### src/rtl/dct_pkg.sv
`default_nettype none
package dct_pkg;

  // ----------------------------------------------------------------
  // Register map (byte offsets)
  // ----------------------------------------------------------------
  localparam logic [7:0]  DCT_OFS_CKE_EXIT = 8'h00;
  localparam logic [7:0]  DCT_OFS_CKE_LOW  = 8'h04;
  localparam logic [7:0]  DCT_OFS_PHY_LAT  = 8'h08;
  localparam logic [7:0]  DCT_OFS_MODE_SET = 8'h0c;
  localparam logic [7:0]  DCT_OFS_CTRL     = 8'h10;
  localparam logic [7:0]  DCT_OFS_STATUS   = 8'h14;

  // ----------------------------------------------------------------
  // Field positions and widths
  // ----------------------------------------------------------------
  localparam int          DCT_CKEH_LSB     = 0;
  localparam int          DCT_CKEH_W       = 8;
  localparam int          DCT_CKEL_LSB     = 0;
  localparam int          DCT_CKEL_W       = 4;
  localparam int          DCT_RDLAT_LSB    = 16;
  localparam int          DCT_RDLAT_W      = 6;
  localparam int          DCT_WRLAT_LSB    = 0;
  localparam int          DCT_WRLAT_W      = 4;
  localparam int          DCT_MODE_SET_TO_COMMAND_COUNT_LSB     = 16;
  localparam int          DCT_MODE_SET_TO_COMMAND_COUNT_W       = 6;
  localparam int          DCT_READ_TO_MODE_SET_COUNT_LSB    = 0;
  localparam int          DCT_READ_TO_MODE_SET_COUNT_W      = 6;
  localparam int          DCT_CTRL_ACC_BIT = 0;
  localparam int          DCT_CTRL_REF_BIT = 1;
  localparam int          DCT_CTRL_MPR_BIT = 2;
  localparam int          DCT_ST_CKE_BIT   = 0;
  localparam int          DCT_ST_PD_BIT    = 1;
  localparam int          DCT_ST_LATOK_BIT = 2;
  localparam int          DCT_CNT_W        = 8;

  // ----------------------------------------------------------------
  // Writable-bit masks and reset values
  // ----------------------------------------------------------------
  localparam logic [31:0] DCT_MASK_CKE_EXIT = 32'h0000_00ff;
  localparam logic [31:0] DCT_MASK_CKE_LOW  = 32'h0000_000f;
  localparam logic [31:0] DCT_MASK_PHY_LAT  = 32'h003f_000f;
  localparam logic [31:0] DCT_MASK_MODE_SET = 32'h003f_003f;
  localparam logic [31:0] DCT_MASK_CTRL     = 32'h0000_0007;
  localparam logic [31:0] DCT_TIMING_RST    = 32'h0000_0000;
  localparam logic [2:0]  DCT_CTRL_RST      = 3'h0;

  // Only legal latency settings for the memory PHY
  localparam logic [5:0]  DCT_RDLAT_ONLY    = 6'h16;
  localparam logic [3:0]  DCT_WRLAT_ONLY    = 4'h2;

  // ----------------------------------------------------------------
  // Types
  // ----------------------------------------------------------------
  typedef enum logic [2:0] {
    DCT_CMD_READ     = 3'h0,
    DCT_CMD_WRITE    = 3'h1,
    DCT_CMD_MRS      = 3'h2,
    DCT_CMD_OTHER    = 3'h3,
    DCT_CMD_PD_ENTER = 3'h4,
    DCT_CMD_PD_EXIT  = 3'h5
  } dct_cmd_kind_t;

  typedef struct packed {
    logic          valid;
    dct_cmd_kind_t kind;
  } dct_cmd_t;

  typedef struct packed {
    logic [5:0] read_data_latency;
    logic [3:0] write_data_latency;
  } dct_phy_cfg_t;

  typedef enum logic [1:0] {
    DCT_ST_AWAKE = 2'b01,
    DCT_ST_PDOWN = 2'b10
  } dct_state_t;

endpackage
`default_nettype wire

### src/rtl/dct_cmd_timing.sv
`timescale 1ns/10ps
`default_nettype none

module dct_cmd_timing (
  input  wire logic                  pclk,
  input  wire logic                  presetn,
  input  wire logic                  sys_resetn,
  input  wire logic                  psel,
  input  wire logic                  penable,
  input  wire logic                  pwrite,
  input  wire logic [7:0]            paddr,
  input  wire logic [31:0]           pwdata,
  output logic      [31:0]           prdata,
  output logic                       pready,
  output logic                       pslverr,
  input  wire logic [3:0]            activate_to_read_delay,
  input  wire dct_pkg::dct_cmd_t     cmd_req,
  output logic                       cmd_ready,
  output dct_pkg::dct_cmd_t          mem_cmd,
  output logic                       cke,
  output dct_pkg::dct_phy_cfg_t      phy_cfg,
  output logic                       refresh_reload
);
  import dct_pkg::*;

  // ----------------------------------------------------------------
  // State
  // ----------------------------------------------------------------
  typedef struct packed {
    logic [31:0]          cke_exit_timing;
    logic [31:0]          cke_low_timing;
    logic [31:0]          phy_data_latency;
    logic [31:0]          mode_set_timing;
    logic [2:0]           ctrl;
    dct_state_t           fsm;
    logic [DCT_CNT_W-1:0] since_cke;
    logic [DCT_CNT_W-1:0] since_mrs;
    logic [DCT_CNT_W-1:0] since_read;
    logic [31:0]          prdata;
    dct_cmd_t             mem_cmd;
    logic                 refresh_reload;
  } dct_regs_t;

  localparam logic [DCT_CNT_W-1:0] CNT_SAT = {DCT_CNT_W{1'b1}};

  dct_regs_t st_q;
  dct_regs_t st_d;
  logic      ready_c;
  logic      err_c;

  function automatic logic [DCT_CNT_W-1:0] sat_inc(input logic [DCT_CNT_W-1:0] v);
    sat_inc = (v == CNT_SAT) ? v : v + 1'b1;
  endfunction

  // ----------------------------------------------------------------
  // Next-state logic
  // ----------------------------------------------------------------
  always_comb begin
    logic [7:0]           ckeh;
    logic [3:0]           ckel;
    logic [5:0]           mode_set_to_command_count;
    logic [5:0]           read_to_mode_set_count;
    logic [8:0]           rd_gap;
    logic                 locked;
    logic                 hit;
    logic                 is_timing;
    logic                 gap_ok;
    logic [31:0]          rd_mux;
    ckeh      = 8'h00;
    ckel      = 4'h0;
    mode_set_to_command_count      = 6'h00;
    read_to_mode_set_count     = 6'h00;
    rd_gap    = 9'h000;
    locked    = 1'b0;
    hit       = 1'b0;
    is_timing = 1'b0;
    gap_ok    = 1'b0;
    rd_mux    = 32'h0000_0000;
    st_d      = st_q;
    ready_c   = 1'b0;
    err_c     = 1'b0;

    ckeh  = st_q.cke_exit_timing[DCT_CKEH_LSB +: DCT_CKEH_W];
    ckel  = st_q.cke_low_timing[DCT_CKEL_LSB +: DCT_CKEL_W];
    mode_set_to_command_count  = st_q.mode_set_timing[DCT_MODE_SET_TO_COMMAND_COUNT_LSB +: DCT_MODE_SET_TO_COMMAND_COUNT_W];
    read_to_mode_set_count = st_q.mode_set_timing[DCT_READ_TO_MODE_SET_COUNT_LSB +: DCT_READ_TO_MODE_SET_COUNT_W];
    rd_gap = {1'b0, ckeh} + {5'h00, activate_to_read_delay};

    st_d.mem_cmd.valid  = 1'b0;
    st_d.refresh_reload = 1'b0;
    // Counters tick once per pclk, which is the memory clock here
    st_d.since_cke  = sat_inc(st_q.since_cke);
    st_d.since_mrs  = sat_inc(st_q.since_mrs);
    st_d.since_read = sat_inc(st_q.since_read);

    // --------------------------------------------------------------
    // Command gating
    // --------------------------------------------------------------
    gap_ok = ({1'b0, st_q.since_cke} >= {1'b0, ckeh}) &&
             ({2'b00, st_q.since_mrs} >= {2'b00, mode_set_to_command_count});
    unique case (st_q.fsm)
      DCT_ST_AWAKE: begin
        unique case (cmd_req.kind)
          DCT_CMD_READ: begin
            ready_c = gap_ok && ({1'b0, st_q.since_cke} >= rd_gap);
          end
          DCT_CMD_MRS: begin
            ready_c = gap_ok && (!st_q.ctrl[DCT_CTRL_MPR_BIT] ||
                      ({2'b00, st_q.since_read} >= {2'b00, read_to_mode_set_count}));
          end
          DCT_CMD_WRITE, DCT_CMD_OTHER, DCT_CMD_PD_ENTER: begin
            ready_c = gap_ok;
          end
          default: begin
            ready_c = 1'b0;
          end
        endcase
      end
      DCT_ST_PDOWN: begin
        // Only an exit is meaningful while CKE is low
        ready_c = (cmd_req.kind == DCT_CMD_PD_EXIT) &&
                  ({4'h0, st_q.since_cke} >= {8'h00, ckel});
      end
      default: begin
        ready_c = 1'b0;
      end
    endcase
    // No memory traffic until software opens access
    ready_c = ready_c && st_q.ctrl[DCT_CTRL_ACC_BIT];

    if (cmd_req.valid && ready_c) begin
      st_d.mem_cmd.valid = 1'b1;
      st_d.mem_cmd.kind  = cmd_req.kind;
      unique case (cmd_req.kind)
        DCT_CMD_READ: begin
          st_d.since_read = {{(DCT_CNT_W-1){1'b0}}, 1'b1};
        end
        DCT_CMD_MRS: begin
          st_d.since_mrs = {{(DCT_CNT_W-1){1'b0}}, 1'b1};
        end
        DCT_CMD_PD_ENTER: begin
          st_d.fsm       = DCT_ST_PDOWN;
          st_d.since_cke = {{(DCT_CNT_W-1){1'b0}}, 1'b1};
        end
        DCT_CMD_PD_EXIT: begin
          st_d.fsm       = DCT_ST_AWAKE;
          st_d.since_cke = {{(DCT_CNT_W-1){1'b0}}, 1'b1};
        end
        default: begin
        end
      endcase
    end

    // --------------------------------------------------------------
    // APB slave
    // --------------------------------------------------------------
    locked = st_q.ctrl[DCT_CTRL_ACC_BIT] | st_q.ctrl[DCT_CTRL_REF_BIT];
    unique case (paddr)
      DCT_OFS_CKE_EXIT: begin
        hit = 1'b1;
        is_timing = 1'b1;
        rd_mux = st_q.cke_exit_timing;
      end
      DCT_OFS_CKE_LOW: begin
        hit = 1'b1;
        is_timing = 1'b1;
        rd_mux = st_q.cke_low_timing;
      end
      DCT_OFS_PHY_LAT: begin
        hit = 1'b1;
        is_timing = 1'b1;
        rd_mux = st_q.phy_data_latency;
      end
      DCT_OFS_MODE_SET: begin
        hit = 1'b1;
        is_timing = 1'b1;
        rd_mux = st_q.mode_set_timing;
      end
      DCT_OFS_CTRL: begin
        hit = 1'b1;
        rd_mux = {29'h0000_0000, st_q.ctrl};
      end
      DCT_OFS_STATUS: begin
        hit = 1'b1;
        rd_mux[DCT_ST_CKE_BIT] = (st_q.fsm == DCT_ST_AWAKE);
        rd_mux[DCT_ST_PD_BIT]  = (st_q.fsm == DCT_ST_PDOWN);
        rd_mux[DCT_ST_LATOK_BIT] =
          (st_q.phy_data_latency[DCT_RDLAT_LSB +: DCT_RDLAT_W] == DCT_RDLAT_ONLY) &&
          (st_q.phy_data_latency[DCT_WRLAT_LSB +: DCT_WRLAT_W] == DCT_WRLAT_ONLY);
      end
      default: begin
        hit = 1'b0;
      end
    endcase

    // Read data is captured in the setup cycle so prdata is a flop
    if (psel && !penable) begin
      st_d.prdata = rd_mux;
    end

    // Timing writes with access or refresh live are refused, not applied
    err_c = psel && penable && (!hit || (pwrite && is_timing && locked));

    if (psel && penable && pwrite && !err_c) begin
      unique case (paddr)
        DCT_OFS_CKE_EXIT: st_d.cke_exit_timing  = pwdata & DCT_MASK_CKE_EXIT;
        DCT_OFS_CKE_LOW:  st_d.cke_low_timing   = pwdata & DCT_MASK_CKE_LOW;
        DCT_OFS_PHY_LAT:  st_d.phy_data_latency = pwdata & DCT_MASK_PHY_LAT;
        DCT_OFS_MODE_SET: st_d.mode_set_timing  = pwdata & DCT_MASK_MODE_SET;
        DCT_OFS_CTRL: begin
          st_d.ctrl = pwdata[2:0] & DCT_MASK_CTRL[2:0];
          st_d.refresh_reload = pwdata[DCT_CTRL_REF_BIT];
        end
        default: begin
        end
      endcase
    end

    // System reset restarts control but keeps programmed timings
    if (!sys_resetn) begin
      st_d.ctrl           = DCT_CTRL_RST;
      st_d.fsm            = DCT_ST_AWAKE;
      st_d.since_cke      = CNT_SAT;
      st_d.since_mrs      = CNT_SAT;
      st_d.since_read     = CNT_SAT;
      st_d.mem_cmd.valid  = 1'b0;
      st_d.refresh_reload = 1'b0;
    end
  end

  // ----------------------------------------------------------------
  // State register; presetn is the power-on reset
  // ----------------------------------------------------------------
  always_ff @(posedge pclk or negedge presetn) begin
    if (!presetn) begin
      st_q.cke_exit_timing  <= DCT_TIMING_RST;
      st_q.cke_low_timing   <= DCT_TIMING_RST;
      st_q.phy_data_latency <= DCT_TIMING_RST;
      st_q.mode_set_timing  <= DCT_TIMING_RST;
      st_q.ctrl             <= DCT_CTRL_RST;
      st_q.fsm              <= DCT_ST_AWAKE;
      st_q.since_cke        <= CNT_SAT;
      st_q.since_mrs        <= CNT_SAT;
      st_q.since_read       <= CNT_SAT;
      st_q.prdata           <= 32'h0000_0000;
      st_q.mem_cmd          <= '{valid: 1'b0, kind: DCT_CMD_OTHER};
      st_q.refresh_reload   <= 1'b0;
    end else begin
      st_q <= st_d;
    end
  end

  // ----------------------------------------------------------------
  // Outputs
  // ----------------------------------------------------------------
  assign prdata         = st_q.prdata;
  assign pready         = 1'b1;
  assign pslverr        = err_c;
  assign cmd_ready      = ready_c;
  assign mem_cmd        = st_q.mem_cmd;
  assign cke            = (st_q.fsm == DCT_ST_AWAKE);
  assign refresh_reload = st_q.refresh_reload;
  assign phy_cfg.read_data_latency  =
    st_q.phy_data_latency[DCT_RDLAT_LSB +: DCT_RDLAT_W];
  assign phy_cfg.write_data_latency =
    st_q.phy_data_latency[DCT_WRLAT_LSB +: DCT_WRLAT_W];

endmodule

`default_nettype wire

### config.mk
export PLATFORM = sky130hd
export DESIGN_NAME = dct_cmd_timing
export DESIGN_NICKNAME = d
export VERILOG_FILES = /design/src/rtl/dct_pkg.sv /design/src/rtl/dct_cmd_timing.sv
export SDC_FILE = /design/constraint.sdc
export NUM_CORES = 1
export LEC_CHECK = 0
export BUFFER_PORTS_ARGS = -buffer_cell sky130_fd_sc_hd__buf_4
export CAP_MARGIN = 20
export CORE_UTILIZATION = 41
export CTS_CLUSTER_DIAMETER = 150
export DETAILED_ROUTE_END_ITERATION = 10
export PLACE_DENSITY = 0.72
export REMOVE_ABC_BUFFERS = 1
export SYNTH_ARGS = -nofsm -noshare
export SYNTH_HDL_FRONTEND = slang
export SYNTH_SLANG_ARGS = --single-unit
export TNS_END_PERCENT = 30
### constraint.sdc
create_clock -name pclk -period 4.35 [get_ports pclk]
set_input_delay 0.87 -clock pclk [delete_from_list [all_inputs] [get_ports pclk]]
set_output_delay 0.87 -clock pclk [all_outputs]
set_load 0.1 [all_outputs]
Yosys cells after proc, flatten, opt, wreduce, memory -nomap -nowiden
Cells that the tools add are included.

Muxes and demuxes: 21. Bitwise operators: 1. Eq/ne operators: 21. Reduce and logical (&&, ||, !) cells: 31. Add/sub/neg operators: 4. Order comparisons: 5.

Operator list (count): $pmux 19 s4 (1); $mux 8 (5); $mux 29 (1); $mux 26 (1); $add 8x1->8 const B (3); $eq 8x8->1 const B (3); $pmux 10 s2 (1); $pmux 3 s6 (1); $eq 8x4->1 const B (2); $eq 8x5->1 const B (2); $ge 8x6->1 (2); $logic_and 1x1->1 (14); $reduce_and 2->1 (6); $add 8x4->9 (1); $ge 8x9->1 (1); $eq 8x3->1 const B (1); $ge 8x4->1 (1); $ge 8x8->1 (1); $logic_not 8->1 (1); $eq 3x2->1 const B (2); $eq 3x3->1 const B (2); $eq 6x5->1 const B (1); $mux 1 (6); $mux 3 (2); 16 further kinds (22).

Input bits: 54. Bits in registers: 100. Output and inout bits: 51.

Depth between registers and ports, before layout
Depth after elaboration: 11. Gate-level depth with buffers: 16. Depth with buffers taken out: 14.

Worst setup path after synthesis
No wires, ideal clock.

Path type: input to output. From: input activate_to_read_delay[0]. To: output cmd_ready. Arrival time: 5.115 ns. Setup slack: -1.635 ns. Stages on the path: 14. Required time: 3.480 ns. Buffers on the path: 0. Path through: ha_1 > inv_1 > fa_1 > nand2b_1 > a21oi_1 > nand3_1 > xnor2_1 > ha_1 > nand4_1 > nor2_1 > a2111oi_0 > o211ai_1 > a21oi_1 > nor3b_1.

Longest elaborated chain between the ends: 6.

RTL lines: start, declared (line dct_cmd_timing.sv:16) `input wire logic [3:0] activate_to_read_delay,`; $add 8x4->9 (line dct_cmd_timing.sv:87) `rd_gap = {1'b0, ckeh} + {5'h00, activate_to_read_delay};`; $ge 8x9->1 (line dct_cmd_timing.sv:105) `ready_c = gap_ok && ({1'b0, st_q.since_cke} >= rd_gap);`; $logic_and 1x1->1 (line dct_cmd_timing.sv:105); $pmux 1 s3 (line dct_cmd_timing.sv:103) `unique case (cmd_req.kind)`; $pmux 1 s2 (line dct_cmd_timing.sv:101) `unique case (st_q.fsm)`; $logic_and 1x1->1 (line dct_cmd_timing.sv:129) `ready_c = ready_c && st_q.ctrl[DCT_CTRL_ACC_BIT];`; end, declared (line dct_cmd_timing.sv:18) `output logic cmd_ready,`.

No other way between the ends.

Worst setup path after layout
Same ends and word-level chain as after synthesis.

==> metrics <==
register-to-register setup slack 0.52 ns; sequential-to-total area share from yosys stat slightly below 40%; DIE HEIGHT 116 um; worst hold start prdata[3]; Avg Inst Size Synth a little over 10 um2; R2R cell count 16; setup TNS -0.137 ns; vias 3,999; Reg2Reg Launch Point st_q[162]; clock share of power 30.9%; via/cell ratio between 5 and 6; DRC 0; part of the power in registers 38.0%; Hold Path End prdata[3]; Leak between 2 and 3 nW; Yosys cell types 58; logic gate share of total power between 30 and 40%; Top FF cell, synth dfrtp_1; CTS Hold Bufs 0; DR pass1 iterations 5; CTS tree yes; Clk Latency, worst-skew pair 0.34 ns; FILL cells 1,174; row cnt 41; Die Width 116 um; Net Sw Power 918 uW; WL final 12.3 mm; CP top delay family adder cells; Final HPWL DP 9.12 mm; CTS sink cnt ~80; ratio of cells with drive above 1 in the final layout 32.2%; vias in the first global route roughly 3,800; unrepaired setup endpoints after global routing yes; EDFF count, synth 0; pins over their slew limit 0; Sw Share 34.0%; Tmin final approximately 4.5 ns; most common cell after layout, fill and taps aside buf_4; Setup Crit Path Kind in2out; area of the die 13,400 um2; H-tree Lvls 3; Bufs and invs on worst path 3; failing checks setup timing; Critical Path Sink Type output port; CP Data Required Time 3.48 ns; skew final approximately 0.0059 ns; GRT Util Overall 18.7%; FMAX 0.223 GHz; wire length per cell 16.6 um; outcome finished, violations left; most frequent cells in the layout 76 x buf_4, 55 x dfrtp_1, 40 x ha_1; worst hold stages 1; grt total ovfl 0; Hold Fails Final Rpt 0; data arrival time of the critical path 3.62 ns; IO Port Bufs 67; Synth Warn # 0; RR Endpoint mem_cmd[2]; Num CTS Buffers 9; CP Max Fanout 3; I/O Pins 105; Layout area overhead 17.2%; Final GP Congestion 0.824; initial antenna violation count 0; Rel. slew slack 29.0%; clock slew at reported path FFs around 0.060 ns; Mapped Area approximately 5300 um2; number of diodes 0; Setup violations, final 1; initial detailed-routing violation count 225; non-filler cells, final 741; worst-case clock buffer depth 2; Peak supply drop approximately 0.00019 V; placed insts 722; crit-path cells buf_8, ha_4, inv_4, fa_2, nand2b_4, a21oi_4, nand3_2, xnor2_2, ha_1, nand4_1, nor2_2, a2111oi_4, o211ai_1, a21oi_2, nor3b_2, buf_6; fraction of registers with async set/reset 100%; maxcap violations 0; first-pass GRT wire length 19.2 mm; period utilization 103%; DRT antenna net count 0; synthesized instance count 518; Pwr Density 435 nW/um2; Placeable Area 12,600 um2; Least-Margin Pin Slew 1.06 ns; pin count of the biggest net entering global routing 83; register area 2090 um2; Slowest Stage Delay on Critical Path 0.39 ns; Worst Setup SP activate_to_read_delay[0]; area of the multi-input gates ~2800 um2; starting density of the core 42.0%; Seq cells post-synth 82; Startpoint Class primary input; clock root buffer master clkbuf_16; Nets 660; Min-Delay Path Class reg2reg; internal power ~1.8 mW; slowest stage cell, crit path fa_2; setup ws final -0.137 ns
[metrics by stage]
stage                     utilization [%]  worst slack [ns]  cell area, um2  hold slack, ns  power (mW)
after detailed placement             45.6            -0.591            5760           0.473        1.85
after floorplan                         -             -1.64            4950           0.479        1.63
after global routing                 49.2            -0.245            6210           0.504        2.87
after CTS                            48.6            -0.195            6140           0.487        2.71
after global placement               45.6            -0.541            5760           0.468        1.80
final                                49.2            -0.137            6210           0.478        2.70
[per-layer routing]
| layer | track usage [%] | share of wire, % | vias up |
|---|---|---|---|
| met5 | 0 | 0 | - |
| met4 | 7.26 | 2.4 | 0 |
| met3 | 3.24 | 3.1 | 22 |
| met2 | 31.4 | 51 | 83 |
| met1 | 24.0 | 44 | 1998 |
| li1 | - | - | 1896 |
[area by class of cell]
type	instances	area share [%]
multi-input combinational	361	45.5
sequential	82	33.6
timing repair buffer	80	10.3
clock buffer	11	3.91
tap	172	3.47
inverter	30	1.85
clock inverter	5	1.37
[sequential cells by signal, indices dropped and copies added (netlist names)]
signal	cells
prdata	14
mem_cmd	4
refresh_reload	1
st_q	53
phy_cfg	10
[kinds of logic (layout without fill, tap and decap cells)]
| kind of cell | Yosys count | in the layout | synth area share [%] |
|---|---|---|---|
| xor+xnor | 16 | 16 | 2.64 |
| other cells | 2 | 19 | 0.142 |
| compound gates | 98 | 98 | 12.4 |
| buf+inv | 92 | 126 | 9.92 |
| simple gates | 131 | 131 | 13.7 |
| fa+ha+maj | 42 | 42 | 10.1 |
| flops | 82 | 82 | 39.4 |
| mux | 55 | 55 | 11.7 |
[worst max-delay path by stage]
stage	endpoint	depth (start not counted)
floorplan	cmd_ready	14
global placement	cmd_ready	17
detailed placement	cmd_ready	17
CTS	cmd_ready	17
global route	cmd_ready	16
finish	cmd_ready	16
[power by group through the flow]
| stage | Clock, mW | Sequential (mW) | Combinational (mW) |
|---|---|---|---|
| after floorplan | 0 | 1.00 | 0.629 |
| after CTS | 0.850 | 1.02 | 0.833 |
| after global routing | 0.886 | 1.04 | 0.943 |
| after global placement | 0 | 1.03 | 0.771 |
| after detailed placement | 0 | 1.04 | 0.819 |
| final | 0.836 | 1.03 | 0.839 |
[repair_timing]
action / 4_1_cts / 5_1_grt
pin swaps: 7 / 11
setup buffers: 1 / 2
endpoints found under the setup margin: 1 / 1
resized for setup: 10 / 10
[synth_stat cells (all sizes together), types with 3 or more instances]
library cell / instances / area share [%]
dfrtp: 55 / 26
nand3: 15 / 1.4
and3: 7 / 0.83
a32oi: 3 / 0.50
buf: 51 / 7.0
clkbuf: 11 / 0.78
nand2b: 7 / 0.83
or3: 3 / 0.35
or4: 4 / 0.64
o31ai: 14 / 2.0
nor3: 10 / 1.1
a31o: 3 / 0.50
a22oi: 14 / 2.0
dfstp: 27 / 13
ha: 41 / 9.7
mux2: 37 / 7.9
nor3b: 4 / 0.57
xnor2: 8 / 1.3
nor4b: 5 / 1.2
a21o: 4 / 0.57
nor2: 27 / 1.9
o21ai: 26 / 2.5
xor2: 8 / 1.3
nor2b: 5 / 0.59
a21oi: 13 / 1.3
mux2i: 16 / 3.0
inv: 30 / 2.1
nand2: 30 / 2.1
a211oi: 6 / 0.85
nand4: 7 / 0.83
Note: power is estimated with default switching activity, not from simulation.
